[config.mk]
export PLATFORM = sky130hd
export DESIGN_NAME = auto_power_down_control
export DESIGN_NICKNAME = d
export VERILOG_FILES = /design/src/design/apd_pkg.sv /design/src/design/idle_counter.sv /design/src/design/power_mode_regs.sv /design/src/design/auto_power_down_control.sv
export VERILOG_INCLUDE_DIRS = /design/src /design/src/design
export SDC_FILE = /design/constraint.sdc
export NUM_CORES = 1
export LEC_CHECK = 0
export BUFFER_PORTS_ARGS = -buffer_cell sky130_fd_sc_hd__buf_2
export CELL_PAD_IN_SITES_DETAIL_PLACEMENT = 0
export CELL_PAD_IN_SITES_GLOBAL_PLACEMENT = 1
export CORE_MARGIN = 2
export CORE_UTILIZATION = 28
export DETAILED_ROUTE_END_ITERATION = 6
export GPL_TIMING_DRIVEN = 0
export PLACE_DENSITY = 0.85
export REMOVE_ABC_BUFFERS = 1
export SLEW_MARGIN = 5
export SYNTH_ARGS = -nofsm -noshare
export SYNTH_HDL_FRONTEND = slang
export SYNTH_SLANG_ARGS = --single-unit
export TNS_END_PERCENT = 5
[constraint.sdc]
create_clock -name clk_sys -period 1.2 [get_ports clk_sys]
set_input_delay 0.12 -clock clk_sys [delete_from_list [all_inputs] [get_ports clk_sys]]
set_output_delay 0.12 -clock clk_sys [all_outputs]
set_load 0.01 [all_outputs]
[src/design/auto_power_down_cfg.svh]
// constants for the automatic power-down and power-management block
`ifndef AUTO_POWER_DOWN_CFG_SVH
`define AUTO_POWER_DOWN_CFG_SVH
`define APD_IDLE_LIMIT      4'hF
`define PMA_APD_BIT         1
`define PMA_TURBO_OFF_BIT   3
`define PMA_ARRAY_CLK_BIT   4
`define PMA_MCELL_CLK_BIT   5
`define PMA_USED_MASK       8'h3A
`define PMB_CNTL0_BIT       2
`define PMB_CNTL1_BIT       3
`define PMB_CNTL2_BIT       4
`define PMB_STROBE_BIT      5
`define PMB_DBE_BIT         6
`define PMB_USED_MASK       8'h7C
`define PM_RESET_VALUE      8'h00
`endif

[src/design/apd_pkg.sv]
// types shared by the power-down block
package apd_pkg;
  typedef enum logic [0:0] {
    PWR_NORMAL = 1'b0,
    PWR_DOWN   = 1'b1
  } pwr_state_type;
  typedef logic [7:0] byte_type;
endpackage

[src/design/idle_counter.sv]
// four-bit inactivity counter with power-down state machine
`timescale 1ns/1ps
`include "auto_power_down_cfg.svh"
module idle_counter
  import apd_pkg::*;
(
  input  wire logic clk_sys,       // system clock
  input  wire logic resetn,        // sync reset, active low
  input  wire logic enable,        // auto power-down enable
  input  wire logic clkTick,       // one pulse per clock input rise
  input  wire logic strobeEdge,    // one pulse per strobe edge
  input  wire logic wakeLevel,     // chip select low or reset high
  output logic [3:0] idleCount,    // current idle count
  output logic       powerDown     // power-down flag
);
  logic [3:0]    count_r;          // idle periods seen
  logic [3:0]    count_nxt;
  pwr_state_type state_r;          // normal or down
  pwr_state_type state_nxt;
  wire           reachLimit = (count_r == `APD_IDLE_LIMIT);

  // counter: cleared by strobe edge, counts clock-input ticks
  always_comb begin
    count_nxt = count_r;
    if (!enable || strobeEdge) begin
      count_nxt = 4'h0;
    end else if (clkTick && !reachLimit) begin
      count_nxt = count_r + 4'h1;
    end
  end

  // state: enter at limit, leave on activity or wake level
  always_comb begin
    state_nxt = state_r;
    case (state_r)
      PWR_NORMAL: begin
        // entry needs no enable beyond the unit itself
        if (enable && reachLimit && !strobeEdge && !wakeLevel) begin
          state_nxt = PWR_DOWN;
        end
      end
      PWR_DOWN: begin
        if (!enable || strobeEdge || wakeLevel) begin
          state_nxt = PWR_NORMAL;
        end
      end
      default: state_nxt = PWR_NORMAL;
    endcase
  end

  // registers
  always_ff @(posedge clk_sys) begin
    if (!resetn) begin
      count_r <= 4'h0;
      state_r <= PWR_NORMAL;
    end else begin
      count_r <= count_nxt;
      state_r <= state_nxt;
    end
  end

  assign idleCount = count_r;
  assign powerDown = (state_r == PWR_DOWN);

  a_limit_enter: assert property (@(posedge clk_sys) disable iff (!resetn)
    (state_r == PWR_NORMAL && enable && reachLimit && !strobeEdge && !wakeLevel)
      |=> powerDown) else $error("no power-down at idle limit");
  a_edge_clears: assert property (@(posedge clk_sys) disable iff (!resetn)
    strobeEdge |=> (count_r == 4'h0)) else $error("strobe edge did not clear count");
  a_wake_exit: assert property (@(posedge clk_sys) disable iff (!resetn)
    (powerDown && wakeLevel) |=> !powerDown) else $error("wake level ignored");
  a_strobe_exit: assert property (@(posedge clk_sys) disable iff (!resetn)
    (powerDown && strobeEdge) |=> !powerDown) else $error("strobe did not wake");
  a_count_step: assert property (@(posedge clk_sys) disable iff (!resetn)
    // sampled reset keeps the release edge itself out of the check
    (resetn && enable && !strobeEdge && clkTick && !reachLimit)
      |=> (count_r == $past(count_r) + 4'h1))
    else $error("idle count did not step");
  a_no_early: assert property (@(posedge clk_sys) disable iff (!resetn)
    $rose(powerDown) |-> ($past(count_r) == `APD_IDLE_LIMIT)) else $error("early power-down");
  c_enter_down: cover property (@(posedge clk_sys) disable iff (!resetn) $rose(powerDown));
  c_leave_down: cover property (@(posedge clk_sys) disable iff (!resetn) $fell(powerDown));
endmodule

[src/design/power_mode_regs.sv]
// two power-mode registers, cleared only at power-up
`timescale 1ns/1ps
`include "auto_power_down_cfg.svh"
module power_mode_regs
  import apd_pkg::*;
(
  input  wire logic     clk_sys,      // system clock
  input  wire logic     powerUpn,     // power-up clear, active low
  input  wire logic     writeA,       // write strobe register a
  input  wire logic     writeB,       // write strobe register b
  input  wire byte_type writeData,    // write data
  output byte_type      regA,         // power_mode_reg_a
  output byte_type      regB          // power_mode_reg_b
);
  byte_type regA_r;                   // unused bits held zero
  byte_type regB_r;

  // only power-up clears, device reset leaves them
  always_ff @(posedge clk_sys) begin
    if (!powerUpn) begin
      regA_r <= `PM_RESET_VALUE;
      regB_r <= `PM_RESET_VALUE;
    end else begin
      if (writeA) begin
        regA_r <= writeData & `PMA_USED_MASK;
      end
      if (writeB) begin
        regB_r <= writeData & `PMB_USED_MASK;
      end
    end
  end

  assign regA = regA_r;
  assign regB = regB_r;

  a_write_takes: assert property (@(posedge clk_sys) disable iff (!powerUpn)
    writeA |=> (regA_r == ($past(writeData) & `PMA_USED_MASK))) else $error("write lost");
  a_hold_nowrite: assert property (@(posedge clk_sys) disable iff (!powerUpn)
    !writeB |=> $stable(regB_r)) else $error("register b changed unwritten");
endmodule

[src/design/auto_power_down_control.sv]
// top of the automatic power-down and power-management block
`timescale 1ns/1ps
`include "auto_power_down_cfg.svh"
module auto_power_down_control
  import apd_pkg::*;
(
  input  wire logic       clk_sys,            // system clock
  input  wire logic       resetn,             // sync reset, active low
  input  wire logic       powerUpn,           // power-up clear, active low
  input  wire logic       deviceReset,        // device reset input, high wakes
  input  wire logic       address_strobe,     // host address strobe pin
  input  wire logic       logic_clock_input,  // dedicated clock input pin
  input  wire logic       chipSelectn,        // chip select input, active low
  input  wire logic       modeWriteA,         // write power_mode_reg_a
  input  wire logic       modeWriteB,         // write power_mode_reg_b
  input  wire byte_type   modeWriteData,      // register write data
  input  wire logic [15:0] hostAddr,          // host address bus
  input  wire byte_type   hostData,           // host data bus
  input  wire logic [2:0] hostCntl,           // host control signals
  input  wire logic       hostDbe,            // host data byte enable
  input  wire logic [2:0] memSelectRaw,       // decoded flash, sram, io selects
  input  wire logic [2:0] csTerm,             // chip-select product terms
  input  wire logic [2:0] csActiveHigh,       // chip-select polarity
  input  wire logic [2:0] csOeTerm,           // output-enable product terms
  input  wire logic [2:0] csDirection,        // direction register bits
  input  wire byte_type   portDataOut,        // data-port drive value
  input  wire logic       portDataOe,         // data-port drive enable
  input  wire byte_type   periphOut,          // peripheral-io drive value
  input  wire logic       periphOe,           // peripheral-io drive enable
  input  wire byte_type   addrOutValue,       // address-out drive value
  output byte_type        power_mode_reg_a,   // register a readback
  output byte_type        power_mode_reg_b,   // register b readback
  output logic            power_down_flag,    // power-down active
  output logic [3:0]      idleCount,          // inactivity count
  output logic            logicTurboOn,       // logic at full speed
  output logic            mcellClkEnable,     // clock tick to macrocells
  output logic            arrayClkEnable,     // clock tick to and array
  output logic [15:0]     memAddr,            // address seen by memories
  output byte_type        memData,            // data seen by memories
  output logic [2:0]      memSelect,          // flash, sram, io block selects
  output logic [2:0]      memStandby,         // memory standby status
  output logic [15:0]     logicAddr,          // address seen by logic
  output byte_type        logicData,          // data seen by logic
  output logic [2:0]      logicCntl,          // control seen by logic
  output logic            logicStrobe,        // strobe seen by logic
  output logic            logicDbe,           // dbe seen by logic
  output logic [2:0]      external_chip_selects, // chip-select pin values
  output logic [2:0]      csPinOe,            // chip-select pin enables
  output byte_type        dataPortOut,        // data-port pin value
  output logic            dataPortOe,         // data-port pin enable
  output byte_type        periphPinOut,       // peripheral pin value
  output logic            periphPinOe,        // peripheral pin enable
  output byte_type        addrPinOut          // address-out pin value
);
  // pin history, inputs are synchronous to clk_sys
  logic       strobe_r;              // last strobe level
  logic       logic_clock_input_r;               // last clock-input level
  logic [15:0] addr_r;               // last address seen
  byte_type   data_r;                // last data seen
  byte_type   dataPort_r;            // data-port pin register
  logic       dataPortOe_r;
  byte_type   periph_r;              // peripheral pin register
  logic       periphOe_r;
  byte_type   addrPin_r;             // address-out pin register
  logic [2:0] csPin_r;               // chip-select pin register
  logic [2:0] csOe_r;

  // register fields
  wire apdEnable  = power_mode_reg_a[`PMA_APD_BIT];
  wire turboOff   = power_mode_reg_a[`PMA_TURBO_OFF_BIT];
  wire arrayClkOff = power_mode_reg_a[`PMA_ARRAY_CLK_BIT];
  wire mcellClkOff = power_mode_reg_a[`PMA_MCELL_CLK_BIT];

  // edge detection on the dedicated pins, plus wake level and bus-change detect
  wire strobeEdge = (address_strobe != strobe_r);
  wire clkTick    = logic_clock_input && !logic_clock_input_r;
  wire wakeLevel  = !chipSelectn || deviceReset;
  wire busMoved   = (hostAddr != addr_r) || (hostData != data_r);

  // power-down gate and memory selection
  wire memBlocked = power_down_flag;
  wire memsOn     = !chipSelectn && !memBlocked;

  // counter sees the raw clock tick, not the gated one
  idle_counter u_idle (
    .clk_sys    (clk_sys),
    .resetn     (resetn),
    .enable     (apdEnable),
    .clkTick    (clkTick),
    .strobeEdge (strobeEdge),
    .wakeLevel  (wakeLevel),
    .idleCount  (idleCount),
    .powerDown  (power_down_flag)
  );

  power_mode_regs u_regs (
    .clk_sys   (clk_sys),
    .powerUpn  (powerUpn),
    .writeA    (modeWriteA),
    .writeB    (modeWriteB),
    .writeData (modeWriteData),
    .regA      (power_mode_reg_a),
    .regB      (power_mode_reg_b)
  );

  // clock input fans out to macrocells and and array
  assign mcellClkEnable = clkTick && !mcellClkOff;
  assign arrayClkEnable = clkTick && !arrayClkOff;
  // turbo on by default since the register clears to zero
  // logic speed is independent of power-down
  assign logicTurboOn = !turboOff;

  // memories get nothing while powered down
  assign memAddr   = memBlocked ? addr_r : hostAddr;
  assign memData   = memBlocked ? data_r : hostData;
  // chip select high disables flash, sram and io block
  assign memSelect = memsOn ? memSelectRaw : 3'h0;
  // standby unless selected and inputs moving
  assign memStandby = ~(memSelect & {3{busMoved}});

  // logic inputs: power-down blocks bus, bits of register b block controls
  assign logicAddr = memBlocked ? addr_r : hostAddr;
  assign logicData = memBlocked ? data_r : hostData;
  assign logicCntl[0] = hostCntl[0] && !power_mode_reg_b[`PMB_CNTL0_BIT];
  assign logicCntl[1] = hostCntl[1] && !power_mode_reg_b[`PMB_CNTL1_BIT];
  assign logicCntl[2] = hostCntl[2] && !power_mode_reg_b[`PMB_CNTL2_BIT];
  assign logicStrobe  = address_strobe && !power_mode_reg_b[`PMB_STROBE_BIT];
  assign logicDbe     = hostDbe && !power_mode_reg_b[`PMB_DBE_BIT];

  // chip-select outputs: one term, chosen polarity, enable by term or dir
  wire [2:0] csValue = ~(csTerm ^ csActiveHigh);
  wire [2:0] csOe    = csOeTerm | csDirection;

  // pin and history registers
  always_ff @(posedge clk_sys) begin
    if (!resetn) begin
      strobe_r     <= 1'b0;
      logic_clock_input_r      <= 1'b0;
      addr_r       <= 16'h0000;
      data_r       <= 8'h00;
      dataPort_r   <= 8'h00;
      dataPortOe_r <= 1'b0;
      periph_r     <= 8'h00;
      periphOe_r   <= 1'b0;
      addrPin_r    <= 8'h00;
      csPin_r      <= 3'h0;
      csOe_r       <= 3'h0;
    end else begin
      strobe_r <= address_strobe;
      logic_clock_input_r  <= logic_clock_input;
      // latch the bus only while awake so blocked inputs stay static
      if (!memBlocked) begin
        addr_r <= hostAddr;
        data_r <= hostData;
      end
      dataPort_r   <= portDataOut;
      dataPortOe_r <= portDataOe && !power_down_flag;
      periph_r     <= periphOut;
      periphOe_r   <= periphOe && !power_down_flag;
      // address pins are undefined in power-down, last value simply held
      if (!power_down_flag) begin
        addrPin_r <= addrOutValue;
      end
      csPin_r <= csValue;
      csOe_r  <= csOe;
    end
  end

  assign dataPortOut           = dataPort_r;
  assign dataPortOe            = dataPortOe_r;
  assign periphPinOut          = periph_r;
  assign periphPinOe           = periphOe_r;
  assign addrPinOut            = addrPin_r;
  assign external_chip_selects = csPin_r;
  assign csPinOe               = csOe_r;

  a_mem_blocked: assert property (@(posedge clk_sys) disable iff (!resetn)
    (power_down_flag && $past(power_down_flag)) |-> (memSelect == 3'h0 && $stable(memAddr)
      && $stable(logicAddr))) else $error("memory not blocked");
  a_cs_disable: assert property (@(posedge clk_sys) disable iff (!resetn)
    chipSelectn |-> (memSelect == 3'h0)) else $error("memories on with chip select high");
  a_tristate_pd: assert property (@(posedge clk_sys) disable iff (!resetn)
    power_down_flag |=> (!dataPortOe && !periphPinOe)) else $error("data port driven in power-down");
  a_cs_polarity: assert property (@(posedge clk_sys) disable iff (!resetn)
    resetn |=> (external_chip_selects == (($past(csTerm) & $past(csActiveHigh))
      | (~$past(csTerm) & ~$past(csActiveHigh))))) else $error("chip select polarity wrong");
  a_block_strobe: assert property (@(posedge clk_sys) disable iff (!resetn)
    power_mode_reg_b[`PMB_STROBE_BIT] |-> !logicStrobe) else $error("blocked strobe passed");
  a_mcell_gate: assert property (@(posedge clk_sys) disable iff (!resetn)
    mcellClkOff |-> !mcellClkEnable) else $error("macrocell clock not gated");
  c_cs_off: cover property (@(posedge clk_sys) disable iff (!resetn) chipSelectn && power_down_flag);
  c_turbo_off: cover property (@(posedge clk_sys) disable iff (!resetn) $rose(turboOff));
endmodule

# After elaboration in Yosys (flattened, before gate mapping)
# Cells that the tools add are included.
[totals] reg_bits=72 inputBits=86 output_inout_bits=115 word_cells=68
[op_classes] add_sub_neg=1 eq_ne=4 muxes=6 bitwise=7 reduce_logical=35
[ops] op="two-way mux 16 bit" n=1
[ops] op="!= test 16 bit" n=1
[ops] op="logical AND 1 bit" n=15
[ops] op="zero test 1 bit" n=15
[ops] op="two-way mux 8 bit" n=1
[ops] op="!= test 8 bit" n=1
[ops] op="NOT 3 bit" n=2
[ops] op="adder 4 x 1 -> 4 bit, second input constant" n=1
[ops] op="== test 4 bit, second input constant" n=1
[ops] op="logical OR 1 bit" n=4
[ops] op="AND 3 bit" n=1
[ops] op="two-way mux 3 bit" n=1
[ops] op="bitwise OR 3 bit" n=1
[ops] op="XOR 3 bit" n=1
[ops] op="two-way mux 1 bit" n=2
[ops] op="NOT 1 bit" n=2
[ops] op="one-hot mux 1 bit (2 select lines)" n=1
[ops] op="OR reduction 2 bit" n=1
[ops] op="!= test 1 bit" n=1

# Depth between registers and ports, before layout
[logic_depth] ltp_word=6 mapped_depth=5

# Modules after synthesis
# A second synthesis with hierarchy kept.
[unflattened] hier_cells=297 hier_area_um2=3234.4
[by_module_without_submodules] mod="auto_power_down_control" n_inst=1 cells_each=236 area_per_inst_um2=2612.5
[by_module_without_submodules] mod="power_mode_regs" n_inst=1 cells_each=37 area_per_inst_um2=401.6
[by_module_without_submodules] mod="idle_counter" n_inst=1 cells_each=24 area_per_inst_um2=220.2

# Worst setup path after synthesis
# Ideal clock, no wire load.
[synth_path] path_kind="reg-to-reg" startpoint="register u_idle.state_r, in the netlist u_idle.powerDown" endpoint="register addr_r[0]" setup_ns=0.115 arrival_time_ns=1.168 required_time_ns=1.085 slack_ns=-0.082 stages_incl_launch_ff=5 cell_sequence="dfxtp_1 > buf_6 > buf_6 > mux2_4 > and2_1"
[synth_via] elab_chain_len=1
[synth_lines] element="start, declared" line="idle_counter.sv:18" text="pwr_state_type state_r;"
[synth_lines] element="start signal, assigned" line="idle_counter.sv:58" text="state_r <= state_nxt;"
[synth_lines] element="two-way mux 16 bit"
[synth_lines] element="via logicAddr[0]" line="auto_power_down_control.sv:42" text="output logic [15:0] logicAddr,"
[synth_lines] element="end signal, assigned" line="auto_power_down_control.sv:153" text="addr_r <= hostAddr;"
[synth_lines] element="end, declared" line="auto_power_down_control.sv:58" text="logic [15:0] addr_r;"
# The timed path passes the listed nets, and every way through them passes these cells.
# A chain may end at the register's enable or synchronous reset.

# Final worst setup path
[layout_path] startpoint="register addr_r[4]" endpoint="output port memStandby[0]"
[layout_via] elab_chain_len=4
[layout_lines] element="!= test 16 bit" line="auto_power_down_control.sv:78" text="wire busMoved = (hostAddr != addr_r) || (hostData != data_r);"
[layout_lines] element="logical OR 1 bit" line="auto_power_down_control.sv:78"
[layout_lines] element="AND 3 bit" line="auto_power_down_control.sv:119" text="assign memStandby = ~(memSelect & {3{busMoved}});"
[layout_lines] element="NOT 3 bit" line="auto_power_down_control.sv:119"
[layout_lines] element="end, declared" line="auto_power_down_control.sv:41" text="output logic [2:0] memStandby,"
# No other way between the ends.

==> flow_summary.yaml <==
logic_synthesis:
  ys.flop_type: "dfxtp_1"
  synth_area_leaders: "dfxtp_1 45%, and2_1 9.3%, mux2_4 8.4%, buf_4 7.7%, xor2_1 7.1%"
  yosys.area.top_type: "dfxtp_1"
  synth_most_common_cell: "dfxtp_1"
  synth_cell_type_count: 31
  synth_top_area_share_pct: 44.8
  synth_edf_count: 0
  postSynthAreaPerCell_um2: 10.9
  synth_area_mm2: 0.00322
  ys_seq_elements: 72
  synth-async-reset-ratio_pct: 0
  yosys_warnings: 0
  netlist_top_cells_count: "72 x dfxtp_1, 48 x and2_1, 33 x buf_4, 26 x xor2_1, 23 x nor2b_1"
  synthCells: 295
  synth-seq-area-share_pct: 44.8
flow_run:
  max-cap-violations: 0
die:
  die_h_um: 111
  die-area_mm2: 0.0124
  dieWidth_um: 111
  io_pins: 201
  fp-row-count: 39
  initial_core_util_pct: 28.4
  coreArea_mm2: 0.0113
global_routing:
  grt_pass1_vias: 2627
  grt_first_pass_wirelength_mm: 12.1
  grt_antenna_before_repair: 0
  grt_max_degree: 60
  gr-total-overflow: 0
  grtUsageTotal_pct: 12.1
drt:
  via_per_inst: 4.25
  drc_errors: 0
  drt_wl_total_mm: 8.17
  vias: 2692
  drtIter0Drc: 68
  ant_nets: 0
  wl_per_cell_um: 12.9
  detail_route.first_pass.iterations: 4
clocking:
  clk_pin_slew_ns: 0.06
  ctsHtreeMaxLevel: 3
  insertion_delay_ns: 0.33
  cts_buffer_depth: 2
  cts_sinks: 72
  cts_tree: "built"
  root_buffer: "clkbuf_16"
  cts-buffers-inserted: 9
critical_path:
  endpoint_kind: "output pin"
  start_kind: "flop"
  path_max_fanout: 3
  cp.required_ns: 1.08
  arrival_ns: 1.77
  path_class: "flop to output pin"
timing:
  grt_setup_unrepaired: "true"
  post-route-min-period_ns: 1.89
  period_share_pct: 158
  slew_headroom_pct: 65.4
  max_clock_freq_mhz: 528
  timing.hold.ws_ns: 0.00926
  hold_viol: 0
  setup_violations: 64
  worst_slack_ns: -0.693
  drv_slew: 0
  max_slew.worst_pin.slew_ns: 0.518
  finalClockSkew_ns: 0.00484
pwr:
  power_leakage_nw: 2.37
  fin_total_pwr_mw: 6.44
  ir_worst_vdd_v: 0.000865
  power.density_mw_per_mm2: 1320
status:
  violations: "setup timing"
  status: "complete, but fails checks"
finish:
  synthToLayoutAreaGrowth_pct: 51.1
  diodes: 0
  nNetsFinal: 573
  stdcell_count: 634
  drive_gt1_share_pct: 54.6
worst_hold_path:
  hold_path.class: "input port to flop"
placed_design:
  gp_congestion: 0.824
  dpl.cell_count: 592
  dpl.hpwl_mm: 5.46
  port_buffers: 191
[metal layers]
| metal | track usage [%] | up-vias | part of all wire [%] |
|---|---|---|---|
| met1 | 13.1 | 1235 | 40 |
| met4 | 5.19 | 0 | 2.7 |
| met3 | 4.81 | 15 | 7.8 |
| met5 | 0 | - | 0 |
| met2 | 21.0 | 139 | 50 |
| li1 | - | 1303 | - |
[cell usage in the layout (no fill, tap or decap), drive strengths merged]
master / netlist / layout
xnor2: 4 / 4
nand2b: 1 / 1
conb: 1 / 7
nand3: 3 / 3
xor2: 26 / 26
clkinv: 0 / 1
nor2b: 23 / 23
mux2i: 18 / 18
o21ai: 3 / 3
a31oi: 1 / 1
o21a: 3 / 3
buf: 37 / 196
nor3: 1 / 1
clkbuf: 7 / 12
bufinv: 0 / 2
nor4: 6 / 6
nand4: 1 / 1
clkinvlp: 0 / 1
and3: 1 / 1
nor2: 6 / 6
nor4b: 1 / 1
dfxtp: 72 / 72
ha: 1 / 1
mux2: 24 / 24
inv: 1 / 3
dlygate4sd3: 0 / 20
a21oi: 1 / 1
nand2: 2 / 2
and2: 48 / 48
and4b: 1 / 1
and3b: 2 / 2
[power by group]
group | leakage (nW) | internal (mW) | switching [mW] | total, mW
Clock | 0.159 | 1.89 | 1.05 | 2.93
Sequential | 0.601 | 2.52 | 0.0625 | 2.58
Combinational | 1.61 | 0.499 | 0.425 | 0.924
[kinds of logic after synthesis]
family	count (synthesis)	share of synthesized area (%)
AO/OA/AOI/OAI	8	1.52
AND/OR/NAND/NOR	96	19.0
XOR/XNOR	30	8.17
flip-flops	72	44.8
other	1	0.117
adder cells (fa/ha/maj)	1	0.389
multiplexers	42	16.1
buffers and inverters	45	9.84
[worst max-delay path: stages, from the launching register on]
cell and delay, ns:
dfxtp_2 0.33, xor2_2 0.16, nor4_4 0.35, nand4_1 0.26, o21ai_1 0.19, buf_2 0.15
[per-stage QoR]
| stage | setup TNS [ns] | instance area, um2 | worst slack, ns | util, % |
|---|---|---|---|---|
| 2_1_floorplan | -68.10 | 2930 | -0.966 | - |
| 3_3_place_gp | -104.27 | 4060 | -1.38 | 35.9 |
| 3_5_place_dp | -11.20 | 4080 | -0.420 | 36.1 |
| 4_1_cts | -24.04 | 4660 | -0.639 | 41.2 |
| 5_1_grt | -22.18 | 4860 | -0.768 | 42.9 |
| 6_report | -18.57 | 4860 | -0.693 | 42.9 |
[worst paths after layout]
kind | startpoint | end | slack, ns | cells after the start
setup / recovery | addr_r[4]$_SDFF_PN0_ | memStandby[0] | -0.69 | 5
hold / removal | portDataOut[7] | dataPortOut[7]$_SDFF_PN0_ | 0.009 | 2
setup reg to reg | u_idle.powerDown$_SDFF_PN0_ | data_r[4]$_SDFF_PN0_ | -0.10 | 4
hold reg to reg | addrPinOut[4]$_SDFFE_PN0N_ | addrPinOut[4]$_SDFFE_PN0N_ | 0.52 | 2
[state kept, by name, indices dropped and copies added (netlist names)]
register,count
u_idle.idleCount,4
periphPinOut,8
data_r,8
u_idle.powerDown,1
strobe_r,1
dataPortOut,8
csPinOe,3
dataPortOe,1
addrPinOut,8
u_regs.regA,4
u_regs.regB,5
addr_r,16
logic_clock_input_r,1
external_chip_selects,3
periphPinOe,1
[repair_timing]
| action | in CTS | in global routing |
|---|---|---|
| pin swaps | 0 | 11 |
| resized for setup | 14 | 28 |
| setup buffers | 0 | 4 |
| hold buffers | 20 | 0 |
| endpoints found under the setup margin | 78 | 80 |
| gates cloned | 0 | 2 |
| hold endpoints to repair | 18 | 0 |
[cell type report]
type | count | area, um2
clock inverter | 6 | 90.1
clock buffer | 10 | 239
sequential | 72 | 1450
tap | 143 | 179
multi-input combinational | 184 | 1590
timing repair buffer | 218 | 1300
inverter | 1 | 3.75
fill | 1087 | 6460
Note: power is estimated with default switching activity, not from simulation.
